$ cat config.mk
export PLATFORM = sky130hd
export DESIGN_NAME = qfb_flag_bus
export DESIGN_NICKNAME = d
export VERILOG_FILES = /design/src/pkg/qfb_pkg.sv /design/src/hw/qfb_flag_bus.sv /design/src/hw/qfb_pr_track.sv /design/src/hw/qfb_ring.sv
export SDC_FILE = /design/constraint.sdc
export NUM_CORES = 1
export LEC_CHECK = 0
export BUFFER_PORTS_ARGS = -buffer_cell sky130_fd_sc_hd__buf_4
export CAP_MARGIN = 40
export CORE_ASPECT_RATIO = 0.75
export CORE_MARGIN = 2
export CORE_UTILIZATION = 60
export DETAILED_ROUTE_END_ITERATION = 10
export GPL_TIMING_DRIVEN = 0
export PLACE_DENSITY_LB_ADDON = 0.2
export SLEW_MARGIN = 0
export SYNTH_ARGS = -nofsm -noshare
export SYNTH_HDL_FRONTEND = slang
export SYNTH_SLANG_ARGS = --single-unit
$ cat constraint.sdc
create_clock -name core_clk -period 4.8 [get_ports core_clk]
set_input_delay 1.2 -clock core_clk [delete_from_list [all_inputs] [get_ports core_clk]]
set_output_delay 1.2 -clock core_clk [all_outputs]
set_load 0.03 [all_outputs]
$ cat src/pkg/qfb_pkg.sv
`default_nettype none
package qfb_pkg;
  // ------------------------------------------------------------------
  // widths
  // ------------------------------------------------------------------
  localparam int BUS_W   = 8;
  localparam int QSEL_W  = 3;
  localparam int POS_W   = 3;
  localparam int WADDR_W = 6;
  localparam int RADDR_W = 7;
  // ------------------------------------------------------------------
  // address fields
  // ------------------------------------------------------------------
  localparam int WPOS_LSB = 3;
  localparam int RPOS_LSB = 4;
  localparam int QIDX_LSB = 0;
  // ------------------------------------------------------------------
  // timing counts, core clock cycles
  // ------------------------------------------------------------------
  localparam int PR_SET_LAT = 2;
  localparam int PR_CLR_LAT = 2;
  localparam int SEL_LAT    = 1;
  // ------------------------------------------------------------------
  // reset values
  // ------------------------------------------------------------------
  localparam logic [BUS_W-1:0] RST_BUS  = 8'hff;
  localparam logic             RST_FLAG = 1'h1;
  // ------------------------------------------------------------------
  // types
  // ------------------------------------------------------------------
  typedef enum logic {
    QFB_ADDRESSED = 1'b0,
    QFB_POLLED    = 1'b1
  } qfb_mode_e;

  typedef enum logic [1:0] {
    QFB_RING_HOLD  = 2'b00,
    QFB_RING_START = 2'b01,
    QFB_RING_RUN   = 2'b10
  } qfb_ring_e;

  typedef struct packed {
    qfb_mode_e         mode;
    logic              packet_mode;
    logic              ring_leader;
    logic [POS_W-1:0]  chain_pos;
  } qfb_straps_s;

  // true when an address's device field names this device
  function automatic logic qfb_pos_match(input logic [POS_W-1:0] a,
                                         input logic [POS_W-1:0] p);
    return a == p;
  endfunction : qfb_pos_match
endpackage : qfb_pkg
`default_nettype wire

$ cat src/hw/qfb_flag_bus.sv
`timescale 1ns/1ps
`default_nettype none
module qfb_flag_bus
  import qfb_pkg::*;
#(
  parameter int QUEUES = 8,
  parameter int CNT_W  = 8
) (
  // clock and reset
  input  wire logic               core_clk,
  input  wire logic               reset_n,
  // straps, sampled while reset is low
  input  wire logic               flag_bus_mode_select,
  input  wire logic               packet_mode_select,
  input  wire logic               ring_leader_select,
  input  wire logic [POS_W-1:0]   chain_position_code,
  // write port
  input  wire logic               write_en,
  input  wire logic               write_queue_select,
  input  wire logic [WADDR_W-1:0] write_queue_address,
  input  wire logic               packet_begin_marker_in,
  input  wire logic               packet_finish_marker_in,
  input  wire logic               full_side_bus_strobe,
  // read port
  input  wire logic               read_en,
  input  wire logic               read_queue_select,
  input  wire logic [RADDR_W-1:0] read_queue_address,
  input  wire logic               packet_begin_marker_out,
  input  wire logic               empty_side_bus_strobe,
  // queue status from the core; almost flags active low, not-empty active high
  input  wire logic [BUS_W-1:0]   queue_almost_full_n,
  input  wire logic [BUS_W-1:0]   queue_almost_empty_n,
  input  wire logic [BUS_W-1:0]   queue_not_empty,
  // token ring
  input  wire logic               full_side_token_in,
  output logic                    full_side_token_out,
  output logic                    full_side_ring_pulse,
  // almost-full bus
  output logic [BUS_W-1:0]        almost_full_bus_o,
  output logic                    almost_full_bus_oe,
  // read flag bus, almost empty or packet ready
  output logic [BUS_W-1:0]        almost_empty_bus_o,
  output logic                    almost_empty_bus_oe,
  // discrete active flags, active low
  output logic                    almost_full_flag_n,
  output logic                    almost_empty_flag_n,
  output logic                    packet_ready_flag_n,
  output logic                    output_valid_flag_n
);
  // ------------------------------------------------------------------
  // parameter checks
  // ------------------------------------------------------------------
  if (QUEUES < 1 || QUEUES > BUS_W)
    $error("QUEUES must lie between 1 and the bus width");
  if (CNT_W < 1)
    $error("CNT_W must be at least 1");
  if (QUEUES > (1 << QSEL_W))
    $error("QUEUES exceeds the queue field of the addresses");
  if (POS_W > WADDR_W - WPOS_LSB || POS_W > RADDR_W - RPOS_LSB)
    $error("device field does not fit the address buses");

  // ------------------------------------------------------------------
  // declarations
  // ------------------------------------------------------------------
  qfb_straps_s       straps_q;
  logic              wr_dev_q;
  logic [QSEL_W-1:0] wr_queue_q;
  logic              rd_dev_q;
  logic [QSEL_W-1:0] rd_queue_q;
  logic              af_owner_q;
  logic              ae_owner_q;
  logic [QUEUES-1:0] ready_q;
  logic [BUS_W-1:0]  ready_n;
  logic              ring_take;
  logic              ring_token;
  logic              ring_pulse;
  logic              wr_go;
  logic              rd_go;
  logic              polled;
  logic [POS_W-1:0]  wr_pos;
  logic [POS_W-1:0]  rd_pos;
  logic [QSEL_W-1:0] wr_qsel;
  logic [QSEL_W-1:0] rd_qsel;
  logic [BUS_W-1:0]  rd_status;
  logic [BUS_W-1:0]  af_status;
  logic [BUS_W-1:0]  ae_status;
  logic [BUS_W-1:0]  ov_status;
  logic [QSEL_W-1:0] wr_flag_sel;

  // ------------------------------------------------------------------
  // helpers
  // ------------------------------------------------------------------
  // one queue's bit of a status vector; queues not built read idle high
  function automatic logic queue_bit(input logic [BUS_W-1:0]  v,
                                     input logic [QSEL_W-1:0] q);
    if (int'(q) >= QUEUES)
      return 1'b1;
    return v[q];
  endfunction : queue_bit

  // status vector with bits of queues not built held idle high
  function automatic logic [BUS_W-1:0] mask_unused(
    input logic [BUS_W-1:0] v
  );
    logic [BUS_W-1:0] m;
    m = v;
    for (int i = QUEUES; i < BUS_W; i++)
      m[i] = 1'b1;
    return m;
  endfunction : mask_unused

  // ------------------------------------------------------------------
  // strap capture
  // ------------------------------------------------------------------
  // straps held while master reset is low, frozen after release
  always_ff @(posedge core_clk) begin
    if (!reset_n) begin
      straps_q.mode        <= qfb_mode_e'(flag_bus_mode_select);
      straps_q.packet_mode <= packet_mode_select;
      straps_q.ring_leader <= ring_leader_select;
      straps_q.chain_pos   <= chain_position_code;
    end
  end

  // ------------------------------------------------------------------
  // address fields
  // ------------------------------------------------------------------
  // device and queue fields of the two address buses
  assign wr_pos  = write_queue_address[WPOS_LSB +: POS_W];
  assign rd_pos  = read_queue_address[RPOS_LSB +: POS_W];
  assign wr_qsel = write_queue_address[QIDX_LSB +: QSEL_W];
  assign rd_qsel = read_queue_address[QIDX_LSB +: QSEL_W];
  assign polled  = straps_q.mode == QFB_POLLED;

  // ------------------------------------------------------------------
  // status conditioning
  // ------------------------------------------------------------------
  // queues not built show idle on buses and discrete flags
  assign af_status = mask_unused(queue_almost_full_n);
  assign ae_status = mask_unused(queue_almost_empty_n);
  assign ov_status = mask_unused(~queue_not_empty);
  // discrete almost-full flag follows a new write queue at once
  assign wr_flag_sel = write_queue_select ? wr_qsel : wr_queue_q;

  // ------------------------------------------------------------------
  // active queue selection
  // ------------------------------------------------------------------
  // write port: this device named by the queue selection
  always_ff @(posedge core_clk) begin
    if (!reset_n)
      wr_dev_q <= 1'b0;
    else if (write_queue_select)
      wr_dev_q <= qfb_pos_match(wr_pos, straps_q.chain_pos);
  end

  // write port: active queue within the device
  always_ff @(posedge core_clk) begin
    if (!reset_n)
      wr_queue_q <= '0;
    else if (write_queue_select)
      wr_queue_q <= wr_qsel;
  end

  // read port: this device named by the queue selection
  always_ff @(posedge core_clk) begin
    if (!reset_n)
      rd_dev_q <= 1'b0;
    else if (read_queue_select)
      rd_dev_q <= qfb_pos_match(rd_pos, straps_q.chain_pos);
  end

  // read port: active queue within the device
  always_ff @(posedge core_clk) begin
    if (!reset_n)
      rd_queue_q <= '0;
    else if (read_queue_select)
      rd_queue_q <= rd_qsel;
  end

  // accesses that land in this device
  assign wr_go = write_en && wr_dev_q;
  assign rd_go = read_en && rd_dev_q;

  // ------------------------------------------------------------------
  // packet tracking
  // ------------------------------------------------------------------
  // count complete packets per queue, first pipeline stage
  qfb_pr_track #(
    .QUEUES (QUEUES),
    .CNT_W  (CNT_W)
  ) u_track (
    .core_clk  (core_clk),
    .reset_n   (reset_n),
    .wr_en     (wr_go),
    .wr_q      (wr_queue_q),
    .begin_in  (packet_begin_marker_in),
    .finish_in (packet_finish_marker_in),
    .rd_en     (rd_go),
    .rd_q      (rd_queue_q),
    .begin_out (packet_begin_marker_out),
    .ready_q   (ready_q)
  );

  // active low ready per queue, unused bits read as not ready
  always_comb begin
    ready_n = RST_BUS;
    for (int i = 0; i < QUEUES; i++)
      ready_n[i] = ~ready_q[i];
  end

  // ------------------------------------------------------------------
  // polled ring
  // ------------------------------------------------------------------
  // token circulation, leader seeds first edge after reset
  qfb_ring u_ring (
    .core_clk  (core_clk),
    .reset_n   (reset_n),
    .enable    (polled),
    .leader    (straps_q.ring_leader),
    .token_in  (full_side_token_in),
    .take_next (ring_take),
    .token_q   (ring_token),
    .pulse_q   (ring_pulse)
  );

  // token and sync outputs, low whenever not owning
  assign full_side_token_out  = ring_token;
  assign full_side_ring_pulse = ring_pulse;

  // ------------------------------------------------------------------
  // almost-full bus ownership
  // ------------------------------------------------------------------
  // addressed mode: strobe with matching device field selects
  always_ff @(posedge core_clk) begin
    if (!reset_n)
      af_owner_q <= 1'b0;
    else if (!polled && full_side_bus_strobe)
      af_owner_q <= qfb_pos_match(wr_pos, straps_q.chain_pos);
  end

  // addressed: enable follows the owner one cycle after the select edge; polled: same edge as the token
  always_ff @(posedge core_clk) begin
    if (!reset_n)
      almost_full_bus_oe <= 1'b0;
    else if (polled)
      almost_full_bus_oe <= ring_take;
    else
      almost_full_bus_oe <= af_owner_q;
  end

  // ------------------------------------------------------------------
  // almost-full bus data
  // ------------------------------------------------------------------
  // bus bits sample status each cycle, may trail a fresh access
  always_ff @(posedge core_clk) begin
    if (!reset_n)
      almost_full_bus_o <= RST_BUS;
    else
      almost_full_bus_o <= af_status;
  end

  // discrete flag picks the active write queue directly
  always_ff @(posedge core_clk) begin
    if (!reset_n)
      almost_full_flag_n <= RST_FLAG;
    else
      almost_full_flag_n <= queue_bit(af_status, wr_flag_sel);
  end

  // ------------------------------------------------------------------
  // read flag bus ownership
  // ------------------------------------------------------------------
  // addressed mode only; polled leaves the read bus undriven
  always_ff @(posedge core_clk) begin
    if (!reset_n)
      ae_owner_q <= 1'b0;
    else if (polled)
      ae_owner_q <= 1'b0;
    else if (empty_side_bus_strobe)
      ae_owner_q <= qfb_pos_match(rd_pos, straps_q.chain_pos);
  end

  // enable follows the owner one cycle after the select edge
  always_ff @(posedge core_clk) begin
    if (!reset_n)
      almost_empty_bus_oe <= 1'b0;
    else
      almost_empty_bus_oe <= ae_owner_q;
  end

  // ------------------------------------------------------------------
  // read flag bus data
  // ------------------------------------------------------------------
  // strap selects packet ready or almost empty content
  assign rd_status = straps_q.packet_mode ? ready_n
                                          : ae_status;

  // second ready stage: bus bit moves two edges after the cause;
  // no extra cycle is added on a read queue switch
  always_ff @(posedge core_clk) begin
    if (!reset_n)
      almost_empty_bus_o <= RST_BUS;
    else
      almost_empty_bus_o <= rd_status;
  end

  // ------------------------------------------------------------------
  // discrete read flags
  // ------------------------------------------------------------------
  // active read queue almost-empty flag
  always_ff @(posedge core_clk) begin
    if (!reset_n)
      almost_empty_flag_n <= RST_FLAG;
    else
      almost_empty_flag_n <= queue_bit(ae_status, rd_queue_q);
  end

  // active read queue packet-ready flag
  always_ff @(posedge core_clk) begin
    if (!reset_n)
      packet_ready_flag_n <= RST_FLAG;
    else
      packet_ready_flag_n <= queue_bit(ready_n, rd_queue_q);
  end

  // active read queue output-valid flag
  always_ff @(posedge core_clk) begin
    if (!reset_n)
      output_valid_flag_n <= RST_FLAG;
    else
      output_valid_flag_n <= queue_bit(ov_status, rd_queue_q);
  end
endmodule : qfb_flag_bus
`default_nettype wire

$ cat src/hw/qfb_pr_track.sv
`timescale 1ns/1ps
`default_nettype none
module qfb_pr_track
  import qfb_pkg::*;
#(
  parameter int QUEUES = 8,
  parameter int CNT_W  = 8
) (
  // clock and reset
  input  wire logic              core_clk,
  input  wire logic              reset_n,
  // write side
  input  wire logic              wr_en,
  input  wire logic [QSEL_W-1:0] wr_q,
  input  wire logic              begin_in,
  input  wire logic              finish_in,
  // read side
  input  wire logic              rd_en,
  input  wire logic [QSEL_W-1:0] rd_q,
  input  wire logic              begin_out,
  // per-queue complete packet present
  output logic [QUEUES-1:0]      ready_q
);
  logic [CNT_W-1:0]  cnt_q [QUEUES];
  logic [QUEUES-1:0] open_q;
  logic [QUEUES-1:0] inc;
  logic [QUEUES-1:0] dec;

  // per-queue count up on a closing end marker, down on a begin read
  always_comb begin
    for (int i = 0; i < QUEUES; i++) begin
      inc[i] = wr_en && wr_q == QSEL_W'(i) && finish_in && open_q[i];
      dec[i] = rd_en && rd_q == QSEL_W'(i) && begin_out && cnt_q[i] != '0;
    end
  end

  // packet counts and open-packet marks
  always_ff @(posedge core_clk) begin
    for (int i = 0; i < QUEUES; i++) begin
      if (!reset_n) begin
        cnt_q[i]  <= '0;
        open_q[i] <= 1'b0;
      end else begin
        if (inc[i] && !dec[i] && cnt_q[i] != '1)
          cnt_q[i] <= cnt_q[i] + CNT_W'(1);
        else if (dec[i] && !inc[i])
          cnt_q[i] <= cnt_q[i] - CNT_W'(1);
        if (wr_en && wr_q == QSEL_W'(i)) begin
          if (finish_in)
            open_q[i] <= 1'b0;
          else if (begin_in)
            open_q[i] <= 1'b1;
        end
      end
    end
  end

  // first stage of the ready pipeline
  always_ff @(posedge core_clk) begin
    for (int i = 0; i < QUEUES; i++)
      ready_q[i] <= reset_n && cnt_q[i] != '0;
  end
endmodule : qfb_pr_track
`default_nettype wire

$ cat src/hw/qfb_ring.sv
`timescale 1ns/1ps
`default_nettype none
module qfb_ring
  import qfb_pkg::*;
(
  // clock and reset
  input  wire logic core_clk,
  input  wire logic reset_n,
  // configuration
  input  wire logic enable,
  input  wire logic leader,
  // ring
  input  wire logic token_in,
  output logic      take_next,
  output logic      token_q,
  output logic      pulse_q
);
  qfb_ring_e state_q;

  // start-up sequence after reset release
  always_ff @(posedge core_clk) begin
    if (!reset_n)
      state_q <= QFB_RING_HOLD;
    else begin
      case (state_q)
        QFB_RING_HOLD:  state_q <= QFB_RING_START;
        QFB_RING_START: state_q <= QFB_RING_RUN;
        QFB_RING_RUN:   state_q <= QFB_RING_RUN;
        default:        state_q <= QFB_RING_HOLD;
      endcase
    end
  end

  // leader seeds the token, then it follows the ring
  always_comb begin
    case (state_q)
      QFB_RING_HOLD: take_next = enable && leader;
      QFB_RING_START,
      QFB_RING_RUN:  take_next = enable && token_in;
      default:       take_next = 1'b0;
    endcase
  end

  // token held and leader sync pulse
  always_ff @(posedge core_clk) begin
    if (!reset_n) begin
      token_q <= 1'b0;
      pulse_q <= 1'b0;
    end else begin
      token_q <= take_next;
      pulse_q <= take_next && leader;
    end
  end
endmodule : qfb_ring
`default_nettype wire

==> key figures, run 1 <==
Logic synthesis
  – Post-synthesis sequential area ratio: between 40% and 50%
  – Ys flop type: edfxtp_1
  – Synth Instances: 792
  – FF+latch count, synth: roughly 120
  – Syn_nets: 877
  – EDFF count, synth: 70
  – Avg Cell Area, Syn: 9.23 sq um
  – Cell Area, Synth: about 7300 sq um
  – Synth warnings: 0
  – Synth cell types: a little under 70
  – Asr flop ratio synth: 0%

Critical path
  – Worst-path cell chain: clkbuf_1, nor2b_1, clkbuf_1, and3_1, nor2_1, nand2_1, inv_1, ha_1, a21o_1, a211oi_1, nor2_1, o41ai_1, xnor2_1, nor2_1
  – Critical path class: input port to flop
  – Crit-path slowest cell: o41ai_1
  – WP data arrival: roughly 4.2 ns
  – Type of origin of the critical path: input port
  – Cell family with most CP delay: buffers and inverters
  – CP max stage delay: approximately 0.4 ns
  – Crit end category: flop
  – Reg2Reg Setup Slack: 1.23 ns
  – Worst Path Buf+Inv: 3
  – WP data required: around 5 ns
  – Worst Path Max Fanout: 10
  – Most frequent CP cell: nor2_1

Clocking
  – CTS tree: done
  – CTS Buffer Depth: 2
  – Number of buffers created by CTS: 17
  – Clock slew at reported path FFs: ~0.060 ns
  – Clock latency on the worst-skew pair: about 0.42 ns
  – CTS sink cnt: around 120
  – Setup repair bufs after CTS: 0
  – Resize count post-CTS: 0
  – CTS H-tree lvls: 4
  – Clock root cell: clkbuf_16
  – Hold_buf cts: 0

Finish
  – Layout cell share with drive strength beyond 1: roughly 14%
  – Final Non-Filler Cells: 1064
  – Nets@finish: between 900 and 1000
  – Synth-to-layout area growth: 18.8%
  – ANT cells: 0

Timing
  – RSZ-0062 raised after global routing: no
  – Total Negative Setup Slacks: 0 ns
  – Clk_skew: between 0.008 and 0.009 ns
  – Final setup vio count: 0
  – Slew @ Worst Pin: between 0.8 and 0.9 ns
  – Crit share post-route: 84.4%
  – Fin crit period: between 4 and 5 ns
  – Max-slew violations: 0
  – Final hold vios: 0
  – Slew headroom: a little over two fifths
  – FMAX: approximately 0.25 GHz

Placement
  – DP Wirelength: ~14 mm
  – Port bufs: 73
  – RePlAce Congestion: roughly 0.9
  – Cell count after placement: around 1000

Drt
  – DR iter-0 viols: 701
  – Pre-Repair DR Iteration Count: 5
  – Via density: roughly 6.5
  – DRT antenna net count: 0
  – Post-route DRC: 0
  – Routed vias: about 6900
  – Routed WL per cell: approximately 18 microns
  – WL final: roughly 20 mm

Global routing
  – First-pass GRT wire length: between 30 and 40 mm
  – Grt ovf: 0
  – Antenna violations before repair: 0
  – Largest net degree at the start of global routing: 17
  – GRT Total Usage: a little under a third
  – Vias in the first global route: 6546

Die
  – Die H: 99.6 microns
  – I/O pins: 79
  – Die X: 131 microns
  – Die area: 13100 sq um
  – Starting Density: between 60% and 70%
  – Rows: 34
  – Core area: 11700 sq um

Power
  – Power density over cell area: ~330 nW/um^2
  – Maximum VDD drop: between 300 and 400 uV
  – Pleak: approximately 3.4 nW

Flow run
  – Max-cap violations: 0

Min path
  – Class of the worst hold path: flop to flop

Outcome
  – Status: completed
[area by class of cell]
cell class                      instances  area (sq um)
Clock inverter                         15           176
Clock buffer                           17           425
Multi-Input combinational cell        587          3850
Fill cell                             839          3050
Sequential cell                       122          3140
Buffer                                 44           166
Inverter                               39           149
Timing Repair Buffer                   78           573
Tap cell                              162           203
[power by group]
group / total (mW) / switching [mW] / internal [mW] / leakage [nW]
logic: 0.304 / 0.176 / 0.128 / 1.92
clock network: 1.31 / 0.491 / 0.816 / 0.291
registers: 1.22 / 0.0542 / 1.17 / 1.14
[flip-flops by register name (all words and copies together) (netlist names), 2 cells and up]
signal / cells
almost_full_bus_o: 8
rd_queue_q: 3
almost_empty_bus_o: 8
u_ring.state_q: 2
wr_queue_q: 3
u_track.ready_q: 8
u_track.open_q: 8
straps_q: 5
u_track.cnt_q: 64
[layer usage]
metal | routed length [microns] | vias up | GRT usage, %
met1 | 8250 | 3273 | 39.4
met5 | 0 | - | 0
met2 | 9130 | 370 | 50.5
met3 | 1580 | 60 | 6.57
met4 | 601 | 0 | 12.6
li1 | - | 3193 | -
[cells by family (layout without fill, tap and decap cells)]
| group | Yosys count | after routing | synth area share (%) |
|---|---|---|---|
| flip-flops | 122 | 122 | 43.0 |
| AO/OA/AOI/OAI | 203 | 203 | 19.2 |
| buffers and inverters | 83 | 193 | 4.31 |
| multiplexers | 28 | 28 | 5.10 |
| XOR/XNOR | 16 | 16 | 1.92 |
| adder cells (fa/ha/maj) | 30 | 30 | 5.24 |
| AND/OR/NAND/NOR | 310 | 310 | 21.3 |
[placed cells by master (no fill, tap or decap), types with 5 or more instances in the layout]
master	n
clkbuf_1	39
or3_1	5
xor2_1	12
ha_1	29
a311oi_1	8
buf_4	73
nand4_1	11
nand2b_1	15
clkinv_4	5
clkbuf_16	17
a22oi_1	6
and3_1	25
a31oi_1	23
a21oi_1	49
nand3_1	32
o21ai_0	32
dfxtp_1	52
and2_1	9
nor2_1	72
nor4_1	14
nor2b_1	10
mux2i_1	17
mux4_2	7
inv_1	38
nor3_1	28
nand3b_1	5
a221oi_1	17
edfxtp_1	70
a211oi_1	17
nand2_1	67
[final timing paths]
path,from,endpoint,cells after the start
worst min-delay path,ae_owner_q,almost_empty_bus_oe,1
worst max register to register,rd_queue_q[1],u_track.cnt_q[1][7],13
worst min register to register,ae_owner_q,almost_empty_bus_oe,1
worst max-delay path,packet_finish_marker_in,u_track.cnt_q[1][7],14
[synth_stat cells, types with 4 or more instances]
cell type,number,share of area (%)
a21oi_1,49,3.4
a31oi_1,23,2.0
nor3b_1,4,0.41
or3_1,5,0.43
a221oi_1,17,2.0
edfxtp_1,70,29
mux4_2,7,2.2
nor2_1,72,3.7
nor3_1,28,1.9
inv_1,38,2.0
nand3_1,32,2.2
ha_1,29,5.0
o21ai_0,32,2.2
and2_1,9,0.77
nor4_1,14,1.2
a311oi_1,8,0.96
o22a_1,4,0.48
and3_1,25,2.1
nand2_1,67,3.4
xor2_1,12,1.4
buf_1,4,0.21
o211ai_1,4,0.41
nor2b_1,10,0.86
dfxtp_1,52,14
nand4_1,11,0.94
mux2_2,4,0.62
o2bb2ai_1,4,0.48
a211oi_1,17,1.7
a22oi_1,6,0.62
nand3b_1,5,0.51
nand2b_1,15,1.3
xnor2_1,4,0.48
mux2i_1,17,2.3
clkbuf_1,39,2.0
[through the flow]
stage / hold slack (ns) / area [sq um] / total power [mW] / util [%] / setup slack (ns)
after global placement: 0.426 / 8060 / 1.52 / 68.7 / 0.495
after detailed placement: 0.433 / 8080 / 1.54 / 68.8 / 0.492
final: 0.465 / 8690 / 2.83 / 74.0 / 0.747
after CTS: 0.462 / 8680 / 2.83 / 73.9 / 0.822
after floorplan: 0.416 / 7310 / 1.42 / - / 0.933
after global routing: 0.484 / 8690 / 2.92 / 74.0 / 0.510
No activity file was read; power rests on OpenSTA's default activity.
==> inputs of run 2 (changes only) <==
clock period = 4 ns   (was 4.8 ns; I/O delays follow)
==> run 2 against run 1 <==
Effect of this change: clock-buffer cell count unchanged; clock power up 20%; largest power group unchanged; sequential share of layout area about the same; critical path depth unchanged; critical path type unchanged; non-clock buffer count unchanged; sequential cell count unchanged; design area about the same; via count barely moved; worst setup slack lost 0.43 ns.
==> key figures, run 2 (same netlist as run 1, synthesis figures left out) <==
Critical path
  – Reg2reg start: rd_queue_q[1]
  – WP data required: approximately 4.2 ns
  – Worst-path cell chain: clkbuf_1, nor2b_1, clkbuf_2, and3_1, nor2_1, nand2_1, inv_1, ha_1, a21o_1, a211oi_1, nor2_1, o41ai_1, xnor2_1, nor2_1
  – RR Endpoint: u_track.cnt_q[1][7]
  – Crit path from: packet_finish_marker_in
  – Crit end category: flop
  – CP max stage delay: about 0.40 ns
  – Crit-path slowest cell: o41ai_1
  – Critical path class: input port to flop
  – Worst Path Max Fanout: 10
  – Reg2Reg Setup Slack: about 0.43 ns
  – Worst setup path end: u_track.cnt_q[1][7]
  – Type of origin of the critical path: input port
  – R2r worst-path depth: 13
  – Most frequent CP cell: nor2_1
  – Critical path depth: 14
  – Worst Path Buf+Inv: 3
  – WP data arrival: between 3 and 4 ns
  – Cell family with most CP delay: compound AO/OA/AOI/OAI gates

Placement
  – RePlAce Congestion: around 0.92
  – Cell count after placement: between 1000 and 1500
  – Port bufs: between 70 and 80
  – DP Wirelength: 13.9 mm
  – Pre-CTS setup slack: -0.108 ns
  – Cell Area, Placed: 8080 sq um

Timing
  – FMAX: about 0.27 GHz
  – Slew @ Worst Pin: 0.889 ns
  – Final hold slack: ~0.46 ns
  – RSZ-0062 raised after global routing: no
  – Slew headroom: 39.8%
  – Clk_skew: approximately 0.011 ns
  – Setup WS post-layout: about 0.32 ns
  – Final setup vio count: 0
  – Total Negative Setup Slacks: 0 ns
  – Crit share post-route: roughly 90%
  – Final hold vios: 0
  – Fin crit period: 3.68 ns
  – Max-slew violations: 0

Drt
  – Routed vias: about 6900
  – DRT antenna net count: 0
  – Pre-Repair DR Iteration Count: 8
  – Via density: between 6 and 7
  – Post-route DRC: 0
  – DR iter-0 viols: between 600 and 700
  – Routed WL per cell: roughly 18 microns
  – WL final: a little under 20 mm

Flow run
  – Max-cap violations: 0

Min path
  – HP Start: ae_owner_q
  – Class of the worst hold path: flop to flop
  – Hold Path Depth: 1

Finish
  – Fin area: a little under 9000 sq um
  – Final Non-Filler Cells: 1064
  – Synth-to-layout area growth: 18.9%
  – Area taken by multi-input logic gates: 3850 sq um
  – Register area: 3140 sq um
  – Most frequent cells in the layout: buf_4, nor2_1, edfxtp_1
  – Fillers: ~840
  – Most common cell after layout, fill and taps aside: buf_4
  – Final Util: roughly three quarters
  – ANT cells: 0
  – Nets@finish: roughly 970
  – Max FFs per register: 64
  – Layout cell share with drive strength beyond 1: between 10 and 15%
  – Reg with most FFs: u_track.cnt_q

Clocking
  – CTS tree: done
  – Clock latency on the worst-skew pair: about 0.42 ns
  – CTS sink cnt: approximately 120
  – Clock root cell: clkbuf_16
  – CTS Buffer Depth: 2
  – Clock slew at reported path FFs: about 0.060 ns
  – Number of buffers created by CTS: 17
  – CTS H-tree lvls: 4

Power
  – Maximum VDD drop: around 400 uV
  – Pwr Total: 3.40 mW
  – Pleak: 3.35 nW
  – Power density over cell area: ~400 nW/um^2

Die
  – Die area: 13100 sq um
  – Core area: between 10000 and 15000 sq um
  – Starting Density: around 62%
  – I/O pins: between 70 and 80
  – Rows: 34
  – Die H: 99.6 microns
  – Die X: roughly 130 microns

Global routing
  – Antenna violations before repair: 0
  – Grt ovf: 0
  – Vias in the first global route: about 6500
  – GRT Total Usage: between 30% and 40%
  – First-pass GRT wire length: approximately 32 mm
  – Largest net degree at the start of global routing: 17

Outcome
  – Status: completed
run 2: cell count changes in the layout (fill, tap and decap cells not counted):
cell,change
clkbuf_1,-1
clkbuf_2,+1
run 2: how the worst min path moves through the flow:
stage / endpoint / slack [ns]
floorplan: ae_owner_q / 0.42
global placement: ae_owner_q / 0.43
detailed placement: ae_owner_q / 0.43
CTS: almost_empty_bus_oe / 0.46
global route: ae_owner_q / 0.48
finish: almost_empty_bus_oe / 0.46
run 2: cell type report:
type                       instances  area share [%]
inverter                          39            1.71
multi-input combinational        587            44.3
clock inverter                    15            2.03
timing repair buffer              78            6.59
buffer                            44            1.93
clock buffer                      17            4.90
tap                              162            2.33
sequential                       122            36.2
run 2: timing repair:
item / 4_1_cts / 5_1_grt
setup buffers: 0 / 0
setup endpoints to repair: 0 / 2
hold endpoints to repair: 0 / 0
gates resized for setup: 0 / 2
hold buffers: 0 / 0
run 2: power breakdown:
group          total (mW)  leakage, nW  switching, mW  internal, mW
Sequential           1.47         1.14         0.0648          1.40
Combinational       0.364         1.92          0.211         0.154
Clock                1.57        0.291          0.587         0.979
run 2: metal layers:
metal | share of wire (%) | wire length (microns) | vias to the layer above | global-route usage (%)
li1 | - | - | 3190 | -
met1 | 42 | 8170 | 3281 | 39.4
met2 | 47 | 9230 | 372 | 50.5
met3 | 8.3 | 1630 | 54 | 6.57
met4 | 2.9 | 566 | 0 | 12.6
met5 | 0 | 0 | - | 0
==> inputs of run 3 (changes only) <==
SETUP_SLACK_MARGIN = 0.5   (was default)
==> run 3 against run 2 <==
Effect of this change: design area is 0.30% higher; utilization is 0.22 points higher; register-to-register slack better by 0.20 ns; sequential power hardly changed; worst hold slack worse by 0.022 ns; largest power group unchanged; highest routed layer is now met5; final cell count hardly changed; global-route usage is 1.4 points lower; non-clock buffer count is 1 higher; worst setup slack better by 0.26 ns; first-iteration DRC count is 11% lower.
==> key figures, run 3 (same netlist as run 1, synthesis figures left out) <==
Outcome
  – Status: completed

Clocking
  – Clock slew at reported path FFs: roughly 0.06 ns
  – CTS sink cnt: ~120
  – Clock latency on the worst-skew pair: between 0.4 and 0.5 ns
  – Number of buffers created by CTS: 17
  – Clock root cell: clkbuf_16
  – CTS H-tree lvls: 4
  – CTS tree: done
  – CTS Buffer Depth: 2

Timing
  – RSZ-0062 raised after global routing: no
  – Final hold slack: around 0.44 ns
  – Final hold vios: 0
  – Max-slew violations: 0
  – Total Negative Setup Slacks: 0 ns
  – FMAX: 0.292 GHz
  – Fin crit period: approximately 3.4 ns
  – Crit share post-route: a little under nine tenths
  – Setup WS post-layout: a little under 0.6 ns
  – Clk_skew: roughly 0.0094 ns
  – Slew headroom: 35.5%
  – Final setup vio count: 0
  – Slew @ Worst Pin: ~0.96 ns

Min path
  – Class of the worst hold path: flop to flop
  – HP Start: polled
  – Hold Path Depth: 1
  – Hold EP: ae_owner_q

Drt
  – WL final: roughly 19 mm
  – Routed vias: just under 7000
  – Top Metal Used: met5
  – Pre-Repair DR Iteration Count: 6
  – Post-route DRC: 0
  – Via density: 6.42
  – WL met3: between 1 and 1.5 mm
  – DR iter-0 viols: around 610
  – M1 wire length: between 8 and 9 mm
  – DRT antenna net count: 0
  – Routed WL per cell: about 18 microns
  – DR WL met2: a little over 9 mm

Critical path
  – Crit end category: flop
  – RR Endpoint: u_track.cnt_q[1][6]
  – Type of origin of the critical path: input port
  – WP data arrival: approximately 3.6 ns
  – Reg2Reg Setup Slack: around 0.63 ns
  – R2r worst-path depth: 14
  – Critical path class: input port to flop
  – WP data required: roughly 4.2 ns
  – Worst Path Max Fanout: 10
  – Reg2reg start: rd_queue_q[1]

Finish
  – Final Util: 74.2%
  – Fin area: ~8700 sq um
  – Final Non-Filler Cells: about 1100
  – Layout cell share with drive strength beyond 1: between 15 and 20%
  – ANT cells: 0
  – Max FFs per register: between 60 and 70
  – Most frequent cells in the layout: buf_4, nor2_1, edfxtp_1
  – Nets@finish: ~980
  – Reg with most FFs: u_track.cnt_q
  – Synth-to-layout area growth: 19.2%
  – Most common cell after layout, fill and taps aside: buf_4

Global routing
  – Vias in the first global route: 6307
  – GRT Total Usage: slightly below 30%
  – Largest net degree at the start of global routing: 17
  – First-pass GRT wire length: slightly above 30 mm
  – Antenna violations before repair: 1
  – Grt ovf: 0

Power
  – Internal power: roughly 2.5 mW
  – Pwr Total: approximately 3.4 mW
  – Maximum VDD drop: between 300 and 400 uV
  – Combinational share of power: approximately 11%
  – Sequential Power Share: 43.6%
  – Net Sw Power: 0.881 mW
  – Switching Fraction: 26.2%
  – Power density over cell area: ~390 nW/um^2
  – Pleak: around 3.4 nW
  – Clk pwr share: between 40% and 50%

Placement
  – DP Wirelength: 13.7 mm
  – RePlAce Congestion: 0.940
  – Pre-CTS setup slack: roughly 0.18 ns
  – Cell count after placement: between 1000 and 1500
  – Cell Area, Placed: between 8000 and 9000 sq um
  – Port bufs: 73

Die
  – Die H: around 100 microns
  – Die area: approximately 13000 sq um
  – Rows: 34
  – Die X: 131 microns
  – Core area: ~12000 sq um
  – Starting Density: roughly 62%
  – I/O pins: about 80

Flow run
  – Max-cap violations: 0
run 3: how the worst max path moves through the flow:
| stage | start | to | cells after the start |
|---|---|---|---|
| 6_report | packet_finish_marker_in | u_track.cnt_q[1][6] | 15 |
| 5_1_grt | packet_finish_marker_in | u_track.cnt_q[1][7] | 14 |
| 4_1_cts | packet_finish_marker_in | u_track.cnt_q[1][7] | 14 |
| 3_5_place_dp | packet_finish_marker_in | u_track.cnt_q[1][7] | 14 |
| 3_3_place_gp | write_en | u_track.cnt_q[0][26] | 5 |
| 2_1_floorplan | packet_finish_marker_in | u_track.cnt_q[1][7] | 14 |
run 3: final cells by class:
class | instances | area (sq um)
Tap cell | 162 | 203
Multi-Input combinational cell | 587 | 3870
Buffer | 44 | 170
Sequential cell | 122 | 3140
Timing Repair Buffer | 79 | 586
Clock buffer | 17 | 425
Inverter | 39 | 151
Clock inverter | 15 | 168
Fill cell | 836 | 3030
run 3: worst max-delay path: stages:
cell and delay, ns:
clkbuf_2 0.19, nor2b_1 0.15, buf_2 0.21, and3_1 0.27, nor2_2 0.08, nand2_2 0.12, inv_4 0.04, buf_4 0.15
ha_1 0.35, nor2b_1 0.17, o21ai_0 0.29, a21oi_1 0.15, o21ai_1 0.18, and3_1 0.17, nor3_1 0.04
run 3: routing by layer:
layer	GRT usage [%]	up-vias
met5	0	-
met4	7.19	2
met3	7.08	40
met2	50.3	337
met1	37.2	3266
li1	-	3196
run 3: power by group through the flow:
stage / sequential (mW) / clock [mW] / combinational (mW)
after global placement: 1.48 / 0 / 0.343
final: 1.47 / 1.53 / 0.367
after global routing: 1.47 / 1.60 / 0.398
after floorplan: 1.51 / 0 / 0.199
after detailed placement: 1.49 / 0 / 0.358
after CTS: 1.46 / 1.54 / 0.362
run 3: what timing repair did:
action,CTS,global route
pin swaps,0,1
resized for setup,1,8
hold buffers,0,0
gates cloned,0,0
setup endpoints to repair,1,2
buffers inserted,0,3
